[src/rtl/irq_ctrl_pkg.sv]
// constants and types for the two-level interrupt controller
// assumes a 32-bit AHB-Lite register bus on hclk
`default_nettype none
package irq_ctrl_pkg;
    // ========================================
    // register byte offsets
    localparam logic [7:0] OFS_IRQ_CONTROL_MAIN = 8'h00;
    localparam logic [7:0] OFS_IRQ_CONTROL_SECOND = 8'h04;
    localparam logic [7:0] OFS_RESET_CONTROL = 8'h08;
    localparam logic [7:0] OFS_PERIPH_FLAGS_SECOND = 8'h0C;
    localparam logic [7:0] OFS_PERIPH_ENABLE_SECOND = 8'h10;
    localparam logic [7:0] OFS_PERIPH_PRIORITY_SECOND = 8'h14;
    localparam logic [7:0] OFS_CORE_STATUS = 8'h18;
    // ========================================
    // field positions
    localparam int BIT_GLOBAL = 7;
    localparam int BIT_PERIPH = 6;
    localparam int BIT_TMR0_EN = 5;
    localparam int BIT_EXT0_EN = 4;
    localparam int BIT_PORT_EN = 3;
    localparam int BIT_TMR0_FLAG = 2;
    localparam int BIT_EXT0_FLAG = 1;
    localparam int BIT_PORT_FLAG = 0;
    localparam int BIT_PRIO_LEVELS = 7;
    localparam int BIT_EXT0_EDGE = 6;
    localparam int BIT_TMR0_PRIO = 2;
    localparam int BIT_PORT_PRIO = 0;
    localparam int BIT_USB = 5;
    // ========================================
    // reset values
    localparam logic [7:0] RST_MAIN = 8'h00;
    localparam logic [7:0] RST_SECOND = 8'h45;
    localparam logic [7:0] RST_RESET_CONTROL = 8'h00;
    localparam logic [7:0] RST_PERIPH_FLAGS = 8'h00;
    localparam logic [7:0] RST_PERIPH_ENABLE = 8'h00;
    localparam logic [7:0] RST_PERIPH_PRIORITY = 8'h20;
    localparam logic [7:0] SECOND_MASK = 8'h45;
    localparam logic [7:0] PER2_MASK = 8'h20;
    // ========================================
    // vectors and timing
    localparam logic [20:0] VEC_HIGH = 21'h000008;
    localparam logic [20:0] VEC_LOW = 21'h000018;
    localparam int PIN_SYNC_CYCLES = 2;
    localparam logic [1:0] SVC_NONE = 2'h0;
    typedef enum logic [1:0] {ST_RUN, ST_PUSH, ST_LOAD} seq_state_t;
endpackage
`default_nettype wire

[src/rtl/two_level_irq_ctrl.sv]
// two-level interrupt controller with AHB-Lite register slave
// assumes the core gives instruction-boundary and return strobes on hclk
//
// How it works
// - high vector 08h, low vector 18h
// - high request preempts running low routine
// - each source has flag, enable, priority; ext0 priority fixed high
// - priority_levels_enable splits global enables high/low
// - flag, enable, global enable all set vectors
// - priorities ignored in compatibility mode, vector 08h
// - compatibility: bit6 gates peripherals, bit7 all
// - acceptance clears the admitting global enable
// - no low service during high routine
// - push return address, then load vector
// - return sets cleared global enable again
// - pin event latency three to four cycles
// - flags set regardless of any enable
// - usb events funnel into one flag
// - bit6 gates all low-priority requests, bit7 clear blocks
// - main register enables 5..3, flags 2..0
// - timer flag sticky until software clears
// - port change flag set while pin mismatch persists, sticky after
// - external pin flag sticky until cleared
// - edge select: one rising, zero falling
//
// The address map and the AHB-Lite register port are this design's own decisions.
`default_nettype none
module two_level_irq_ctrl
    import irq_ctrl_pkg::*;
#(
    parameter int PC_W = 21
) (
    input wire logic hclk,
    input wire logic hresetn,
    input wire logic hsel,
    input wire logic [7:0] haddr,
    input wire logic [1:0] htrans,
    input wire logic hwrite,
    input wire logic [2:0] hsize,
    input wire logic [31:0] hwdata,
    input wire logic hready,
    output logic [31:0] hrdata,
    output logic hreadyout,
    output logic hresp,
    input wire logic timer_zero_overflow,
    input wire logic ext_pin_zero,
    input wire logic [3:0] port_b_upper_pins,
    input wire logic port_b_read,
    input wire logic usb_event,
    input wire logic instr_boundary,
    input wire logic return_from_irq_instr,
    input wire logic [PC_W-1:0] return_address,
    output logic stack_push,
    output logic [PC_W-1:0] stack_push_data,
    output logic pc_load,
    output logic [PC_W-1:0] pc_load_value,
    output logic [1:0] service_level
);
    // ========================================
    // state
    typedef struct packed {
        logic [7:0] main;
        logic [7:0] second;
        logic [7:0] reset_ctl;
        logic [7:0] periph_flags;
        logic [7:0] periph_en;
        logic [7:0] periph_prio;
        logic [1:0] ext_sync;
        logic ext_prev;
        logic [3:0] port_sync1;
        logic [3:0] port_sync2;
        logic [3:0] port_latch;
        logic port_read_d;
        logic usb_prev;
        logic high_active;
        logic low_active;
        seq_state_t st;
        logic [PC_W-1:0] vec;
        logic [PC_W-1:0] ret;
        logic ap_valid;
        logic ap_write;
        logic [7:0] ap_addr;
        logic [31:0] rdata;
    } state_t;

    state_t s_r, s_nxt;

    function automatic logic [7:0] reg_read(input state_t s, input logic [7:0] a);
        logic [7:0] v;
        v = 8'h00;
        unique case (a)
            OFS_IRQ_CONTROL_MAIN: v = s.main;
            OFS_IRQ_CONTROL_SECOND: v = s.second;
            OFS_RESET_CONTROL: v = s.reset_ctl;
            OFS_PERIPH_FLAGS_SECOND: v = s.periph_flags;
            OFS_PERIPH_ENABLE_SECOND: v = s.periph_en;
            OFS_PERIPH_PRIORITY_SECOND: v = s.periph_prio;
            OFS_CORE_STATUS: v = {6'h00, s.low_active, s.high_active};
            default: v = 8'h00;
        endcase
        return v;
    endfunction

    logic ext_rise, ext_fall, ext_event, port_mismatch, usb_rise;
    logic req_high, req_low, take_high, take_low;
    logic prio_on, ge_high, ge_low;
    logic [2:0] src_pend;
    logic [2:0] src_prio;
    logic per_pend, per_prio;
    logic [7:0] wmain;

    always_comb begin
        s_nxt = s_r;
        prio_on = s_r.reset_ctl[BIT_PRIO_LEVELS];
        ge_high = s_r.main[BIT_GLOBAL];
        ge_low = s_r.main[BIT_PERIPH];
        // ========================================
        // source event detection
        ext_rise = s_r.ext_sync[1] & ~s_r.ext_prev;
        ext_fall = ~s_r.ext_sync[1] & s_r.ext_prev;
        ext_event = s_r.second[BIT_EXT0_EDGE] ? ext_rise : ext_fall;
        port_mismatch = |(s_r.port_sync2 ^ s_r.port_latch);
        usb_rise = usb_event & ~s_r.usb_prev;
        s_nxt.ext_sync = {s_r.ext_sync[0], ext_pin_zero};
        s_nxt.ext_prev = s_r.ext_sync[1];
        s_nxt.port_sync1 = port_b_upper_pins;
        s_nxt.port_sync2 = s_r.port_sync1;
        s_nxt.usb_prev = usb_event;
        // reading the port relatches after one cycle
        s_nxt.port_read_d = port_b_read;
        if (s_r.port_read_d) begin
            s_nxt.port_latch = s_r.port_sync2;
        end
        // ========================================
        // bus slave: address phase capture, data phase act
        s_nxt.ap_valid = hsel & hready & htrans[1];
        s_nxt.ap_write = hwrite;
        s_nxt.ap_addr = {haddr[7:2], 2'b00};
        wmain = s_r.main;
        if (s_r.ap_valid && s_r.ap_write) begin
            unique case (s_r.ap_addr)
                OFS_IRQ_CONTROL_MAIN: wmain = hwdata[7:0];
                OFS_IRQ_CONTROL_SECOND: s_nxt.second = hwdata[7:0] & SECOND_MASK;
                OFS_RESET_CONTROL: s_nxt.reset_ctl = {hwdata[BIT_PRIO_LEVELS], 7'h00};
                OFS_PERIPH_FLAGS_SECOND: s_nxt.periph_flags = hwdata[7:0] & PER2_MASK;
                OFS_PERIPH_ENABLE_SECOND: s_nxt.periph_en = hwdata[7:0] & PER2_MASK;
                OFS_PERIPH_PRIORITY_SECOND: s_nxt.periph_prio = hwdata[7:0] & PER2_MASK;
                default: ;
            endcase
        end
        s_nxt.rdata = 32'h0000_0000;
        if (hsel && hready && htrans[1] && !hwrite) begin
            s_nxt.rdata = {24'h000000, reg_read(s_r, {haddr[7:2], 2'b00})};
        end
        // ========================================
        // flags: hardware set wins over software clear
        s_nxt.main = wmain;
        if (timer_zero_overflow) begin
            s_nxt.main[BIT_TMR0_FLAG] = 1'b1;
        end
        if (ext_event) begin
            s_nxt.main[BIT_EXT0_FLAG] = 1'b1;
        end
        if (port_mismatch) begin
            s_nxt.main[BIT_PORT_FLAG] = 1'b1;
        end
        if (usb_rise) begin
            s_nxt.periph_flags[BIT_USB] = 1'b1;
        end
        // ========================================
        // request qualification
        src_pend[0] = s_r.main[BIT_TMR0_FLAG] & s_r.main[BIT_TMR0_EN];
        src_pend[1] = s_r.main[BIT_EXT0_FLAG] & s_r.main[BIT_EXT0_EN];
        src_pend[2] = s_r.main[BIT_PORT_FLAG] & s_r.main[BIT_PORT_EN];
        src_prio[0] = s_r.second[BIT_TMR0_PRIO];
        src_prio[1] = 1'b1;
        src_prio[2] = s_r.second[BIT_PORT_PRIO];
        per_pend = s_r.periph_flags[BIT_USB] & s_r.periph_en[BIT_USB];
        per_prio = s_r.periph_prio[BIT_USB];
        if (prio_on) begin
            req_high = ge_high & ((|(src_pend & src_prio)) | (per_pend & per_prio));
            req_low = ge_high & ge_low & ((|(src_pend & ~src_prio)) | (per_pend & ~per_prio));
        end else begin
            req_high = ge_high & ((|src_pend) | (per_pend & ge_low));
            req_low = 1'b0;
        end
        take_high = req_high & ~s_r.high_active;
        take_low = req_low & ~s_r.high_active & ~s_r.low_active;
        // ========================================
        // entry sequence at instruction boundary
        unique case (s_r.st)
            ST_RUN: begin
                if (instr_boundary && (take_high || take_low)) begin
                    s_nxt.st = ST_PUSH;
                    s_nxt.ret = return_address;
                    s_nxt.vec = (take_high || !prio_on) ? VEC_HIGH : VEC_LOW;
                    if (take_high) begin
                        s_nxt.main[BIT_GLOBAL] = 1'b0;
                        s_nxt.high_active = 1'b1;
                    end else begin
                        s_nxt.main[BIT_PERIPH] = 1'b0;
                        s_nxt.low_active = 1'b1;
                    end
                end else if (return_from_irq_instr) begin
                    if (s_r.high_active) begin
                        s_nxt.main[BIT_GLOBAL] = 1'b1;
                        s_nxt.high_active = 1'b0;
                    end else if (s_r.low_active) begin
                        s_nxt.main[prio_on ? BIT_PERIPH : BIT_GLOBAL] = 1'b1;
                        s_nxt.low_active = 1'b0;
                    end
                end
            end
            ST_PUSH: s_nxt.st = ST_LOAD;
            ST_LOAD: s_nxt.st = ST_RUN;
        endcase
    end

    always_ff @(posedge hclk or negedge hresetn) begin
        if (!hresetn) begin
            s_r <= '{main: RST_MAIN, second: RST_SECOND, reset_ctl: RST_RESET_CONTROL,
                periph_flags: RST_PERIPH_FLAGS, periph_en: RST_PERIPH_ENABLE,
                periph_prio: RST_PERIPH_PRIORITY, st: ST_RUN, vec: '0, ret: '0,
                rdata: 32'h0000_0000, ap_addr: 8'h00, default: '0};
        end else begin
            s_r <= s_nxt;
        end
    end

    // ========================================
    // outputs
    assign hrdata = s_r.rdata;
    assign hreadyout = 1'b1;
    assign hresp = 1'b0;
    assign stack_push = (s_r.st == ST_PUSH);
    assign stack_push_data = s_r.ret;
    assign pc_load = (s_r.st == ST_LOAD);
    assign pc_load_value = s_r.vec;
    assign service_level = {s_r.low_active, s_r.high_active};
endmodule
`default_nettype wire

[config.mk]
export PLATFORM = sky130hd
export DESIGN_NAME = two_level_irq_ctrl
export DESIGN_NICKNAME = d
export VERILOG_FILES = /design/src/rtl/irq_ctrl_pkg.sv /design/src/rtl/two_level_irq_ctrl.sv
export SDC_FILE = /design/constraint.sdc
export NUM_CORES = 1
export LEC_CHECK = 0
export BUFFER_PORTS_ARGS = -buffer_cell sky130_fd_sc_hd__buf_4
export CORE_UTILIZATION = 51
export DETAILED_ROUTE_END_ITERATION = 16
export HOLD_SLACK_MARGIN = 0.02
export PLACE_DENSITY = 0.89
export SLEW_MARGIN = 25
export SYNTH_ARGS = -nofsm -noshare
export SYNTH_HDL_FRONTEND = slang
export SYNTH_SLANG_ARGS = --single-unit
[constraint.sdc]
create_clock -name hclk -period 4.5 [get_ports hclk]
set_input_delay 0.225 -clock hclk [delete_from_list [all_inputs] [get_ports hclk]]
set_output_delay 0.225 -clock hclk [all_outputs]
set_load 0.03 [all_outputs]
# ---- After elaboration in Yosys (flattened, before gate mapping)
# Index checks and enable logic that the tools add are counted.
# Widths: inputs -> output; s select.
dict set report classes {
  n_shift 0
  n_mux 35
  n_reduce_logical 28
  n_eq_ne 17
  n_bitwise 33
  div_mod_pow 0
  magnitude_cmp 2
  mul 0
  n_addsub 0
}
# cell count
set op_table {}
lappend op_table {{$pmux 8 s7} 1}
lappend op_table {{$mux 8} 6}
lappend op_table {{$mux 44} 1}
lappend op_table {{$eq 6x3->1 const B} 5}
lappend op_table {{$eq 6x2->1 const B} 4}
lappend op_table {{$mux 6} 4}
lappend op_table {{$mux 22} 1}
lappend op_table {{$and 1x1->1} 19}
lappend op_table {{$mux 1} 15}
lappend op_table {{$eq 6x1->1 const B} 2}
lappend op_table {{$reduce_and 2->1} 6}
lappend op_table {{$reduce_or 3->1} 3}
lappend op_table {{$logic_not 8->1} 1}
lappend op_table {{$or 8x8->8} 1}
lappend op_table {{$mux 7} 1}
lappend op_table {{$and 3x3->3} 2}
lappend op_table {{$logic_and 1x1->1} 6}
lappend op_table {{$logic_not 6->1} 1}
lappend op_table {{$mux 2} 3}
lappend op_table {{$ne 2x2->1 const B} 3}
lappend op_table {{$not 1->1} 6}
lappend op_table {{$pmux 2 s3} 1}
lappend op_table {{$reduce_bool 2->1} 3}
lappend op_table {{$mux 5} 1}
lappend op_table {{other kinds (15)} 19}
dict set report totals {
  inputBits 81
  ff_bits 118
  rom_bits 0
  out_inout_bits 80
  word_cells 137
  ramBits 0
  latch_bits 0
  n_memories 0
}

# ---- Longest topological paths before layout
dict set report depth {
  depth_word 12
  depth_mapped 8
  ltp_nobuf 6
}

# ---- Worst setup path before layout
# No wires, ideal clock.
dict set report synth_timing {
  path_kind {reg-to-reg}
  from {register s_r, in the netlist prio_on}
  to {register s_r, in the netlist stack_push_data[10]}
  stages_incl_launch_ff 9
  path_buffers 3
  path_slack_ns 2.477
  setup_ns 0.125
  arrival_time_ns 1.898
  required_ns 4.375
  synth_period_minus_slack_ns 2.023
  path_cell_list {dfrtp_1 -> buf_4 -> nand2b_1 -> a32o_1 -> or3_1 -> buf_2 -> o21ai_4 -> buf_6 -> mux2_2}
}
dict set report synth_via {
  elab_chain_cells 6
  elab_cells_between_ends 8
  cone_classes {mux (2); bitwise (3); reduce/logical (3)}
}
# element line
set synth_rtl {}
lappend synth_rtl {{start: declaration} two_level_irq_ctrl.sv:86} ;# state_t s_r, s_nxt;
lappend synth_rtl {{start signal: assignment} two_level_irq_ctrl.sv:221} ;# s_r <= '{main: RST_MAIN, second: RST_SECOND, reset_ctl: RST_RESET_CONTROL,
lappend synth_rtl {{start signal: assignment} two_level_irq_ctrl.sv:226} ;# s_r <= s_nxt;
lappend synth_rtl {{$mux 1} two_level_irq_ctrl.sv:180} ;# if (prio_on) begin
lappend synth_rtl {{$and 1x1->1 (2 in series)} two_level_irq_ctrl.sv:188} ;# take_low = req_low & ~s_r.high_active & ~s_r.low_active;
lappend synth_rtl {{$logic_or 1x1->1 (*)} two_level_irq_ctrl.sv:193} ;# if (instr_boundary && (take_high || take_low)) begin
lappend synth_rtl {{$logic_and 1x1->1 (*)} two_level_irq_ctrl.sv:193}
lappend synth_rtl {{$reduce_and 2->1 (no line) (*)} n/a}
# Mark *: on every way between the ends. The rest lies on a longest branch, timed or not.
# A chain may end at the register's enable or synchronous reset.

# ---- Worst setup path after layout
dict set report layout_timing {
  from {register s_r, in the netlist prio_on}
  to {register s_r, in the netlist stack_push_data[18]}
}
# The elaborated chain is that of the path after synthesis.

==> results.py <==
metrics = {
    "route": {
        "drtPass1Iterations": 4,
        "via_per_inst": 4.64,
        "highest_layer": "met4",
        "post_drt_wl_per_cell_um": 12.7,
        "drt_wl_total_mm": 5.91,
        "antenna_left": 0,
        "wl_met2_mm": 3.15,
        "met3WireLength_um": 324,
        "drt_iter0_markers": 78,
        "met1_length_mm": 2.37,
        "vias": 2164,
        "drcViolationCount": 0,
    },
    "floorplanning": {
        "io-pin-count": 161,
        "core_area_mm2": 0.00679,
        "dieWidth_um": 85.7,
        "initial_core_util_pct": 52.6,
        "die_h_um": 85.7,
        "die_area_mm2": 0.00735,
        "rows": 30,
    },
    "sta": {
        "maxSlewViolCount": 0,
        "finalCriticalPeriod_ps": 2530,
        "hold_violations": 4,
        "min_period_over_period_pct": 56.2,
        "worst_slack_ps": 1970,
        "tns_ps": 0,
        "finClkSkew_ps": 12.0,
        "worst_pin_slew_ps": 908,
        "rsz0062_at_grt": "no",
        "fin_hold_ws_ps": -3.85,
        "fmax_ghz": 0.396,
        "max_slew_margin_pct": 39.5,
        "setup_viol": 0,
    },
    "pwr": {
        "cellPowerDensity_mw_per_mm2": 523,
        "seqPwrFrac_pct": 40.0,
        "p_comb_share_pct": 33.7,
        "peakVddDrop_mv": 0.299,
        "p_int_mw": 1.44,
        "switchingPower_mw": 0.755,
        "p_leak_nw": 2.04,
        "clock_power_share_pct": 26.3,
        "swShare_pct": 34.3,
        "power.total_mw": 2.20,
    },
    "yosys": {
        "syn_avg_cell_area_um2": 12.0,
        "synth-edff-count": 0,
        "yosysSeqAreaShare_pct": 52.7,
        "synth-seq-cells": 75,
        "synth.cell_area_mm2": 0.00357,
        "ys_types": 40,
        "synth_async_sr_flop_share_pct": 100,
        "synth-main-ff-cell": "dfrtp_1",
        "synth_cells": 298,
        "ys_warn_count": 0,
    },
    "placement": {
        "place_hpwl_mm": 4.22,
        "portBuffers": 85,
        "post_dp_cell_area_mm2": 0.00387,
        "place_ws_ps": 1970,
        "dp_cells": 439,
        "gp_congestion": 0.837,
    },
    "cells_and_area": {
        "utilization_pct": 61.9,
        "final_cells": 466,
        "final_nets": 449,
        "stdcell_area_mm2": 0.00421,
        "final_common_cell": "buf_4",
        "area_growth_pct": 17.7,
        "drive_gt1_share_pct": 38.4,
        "fill_cells": 531,
        "diodes": 0,
        "layout_common_cells": "buf_4 (86), dfrtp_1 (71), conb_1 (45), mux2_2 (34), nand2_1 (14)",
    },
    "setup_path": {
        "rr_endpoint": "stack_push_data[18]",
        "rrSetupSlack_ps": 1970,
        "cp-end-kind": "flop",
        "cp.arrival_ps": 2760,
        "reg2regPathDepth": 5,
        "cp-endpoint": "stack_push_data[18]",
        "crit_start": "prio_on",
        "path_max_fanout": 22,
        "critPathKind": "reg2reg",
        "r2r-start": "prio_on",
        "required_ps": 4730,
        "worstSetupStartpointType": "flop",
    },
    "clock_tree": {
        "cts_root_buf": "clkbuf_8",
        "clock_latency_ps": 350,
        "cts_tree": "done",
        "htreeDepth": 3,
        "clkSinkCount": 75,
        "clockBufferDepth": 2,
        "numCtsBuffers": 9,
        "cts_setup_buffers": 0,
        "cts.clk_slew.worst_paths_ps": 80,
    },
    "min_path": {
        "hp-class": "in2async",
    },
    "status": {
        "violations": "negative hold slack",
        "status": "complete, but fails checks",
    },
    "global_routing": {
        "grt_pass1_vias": 2128,
        "grt_max_degree": 76,
        "antenna_found_initial": 0,
        "grt_pass1_wl_mm": 9.75,
        "track_usage_pct": 17.5,
        "grt_overflow_total": 0,
    },
    "job": {
        "cap_violations": 0,
    },
}
-- cells by family (layout without fill, tap and decap cells) --
logic type	count (synthesis)	in the layout	synth area share, %
compound gates	21	21	4.03
simple gates	58	58	8.96
other cells	2	45	0.210
fa+ha+maj	3	3	1.05
flops	75	75	52.7
buf+inv	90	119	18.2
xor+xnor	4	4	0.980
mux	45	45	13.9
-- repair_timing --
item,in CTS,in global routing
hold buffers,11,0
gates resized for setup,0,0
hold endpoints to repair,11,0
-- routing by layer --
layer  vias up  global-route usage [%]
li1       1019                       -
met1      1060                    21.5
met2        80                    29.6
met3         5                    5.20
met4         0                    5.91
met5         -                       0
-- state kept, by name, indices dropped and copies added (netlist names) --
name / cells
prio_on: 1
ge_high: 1
per_prio: 1
pc_load_value: 2
s_nxt: 6
ge_low: 1
service_level: 2
stack_push_data: 21
s_r: 32
hrdata: 8
-- critical path, stage by stage (launching register included) --
cell      delay (ps)
dfrtp_1          500
nand2b_1          90
a32o_1           280
or3_1            470
o21ai_4          650
mux2_2           420
-- worst min path at each step --
stage / from / end / depth (start not counted)
6_report: hresetn / stack_push_data[19] / 1
5_1_grt: haddr[3] / s_r[35] / 1
4_1_cts: hresetn / stack_push_data[12] / 1
3_5_place_dp: s_nxt[97] / s_r[97] / 0
3_3_place_gp: s_nxt[94] / s_r[94] / 0
2_1_floorplan: hresetn / ge_high / 0
-- layout make-up --
cell class,instances,area [um^2],share of cell area (%)
timing repair buffer,97,756,18.0
sequential,75,1880,44.7
clock inverter,6,87.6,2.08
multi-input combinational,176,1200,28.6
clock buffer,10,138,3.27
tap,96,120,2.86
inverter,6,22.5,0.535
-- synthesized netlist by cell type (2+ instances only) --
cell type | instances | share of area [%]
and2_1 | 2 | 0.35
nand3_1 | 6 | 0.84
nand2b_1 | 3 | 0.53
a21oi_1 | 8 | 1.1
mux2i_1 | 9 | 2.5
xor2_1 | 4 | 0.98
buf_4 | 79 | 17
buf_2 | 2 | 0.28
nand2_1 | 14 | 1.5
dfrtp_1 | 71 | 50
dfstp_2 | 4 | 2.9
mux2_2 | 34 | 11
nor2_1 | 9 | 0.95
a31oi_1 | 2 | 0.35
nor4_1 | 4 | 0.70
buf_6 | 2 | 0.63
nand3b_1 | 6 | 1.3
nand4b_1 | 3 | 0.74
mux2_1 | 2 | 0.63
inv_1 | 6 | 0.63
nor3_1 | 2 | 0.28
conb_1 | 2 | 0.21
ha_1 | 3 | 1.1
and3_1 | 4 | 0.70
o21ai_0 | 2 | 0.28
-- power by group through the flow --
stage / logic, mW / registers, mW / clock network, mW
after floorplan: 0.674 / 0.870 / 0
after global placement: 0.722 / 0.885 / 0
after detailed placement: 0.739 / 0.895 / 0
after CTS: 0.748 / 0.883 / 0.595
after global routing: 0.791 / 0.899 / 0.631
final: 0.741 / 0.881 / 0.578
No activity file was read; power rests on OpenSTA's default activity.
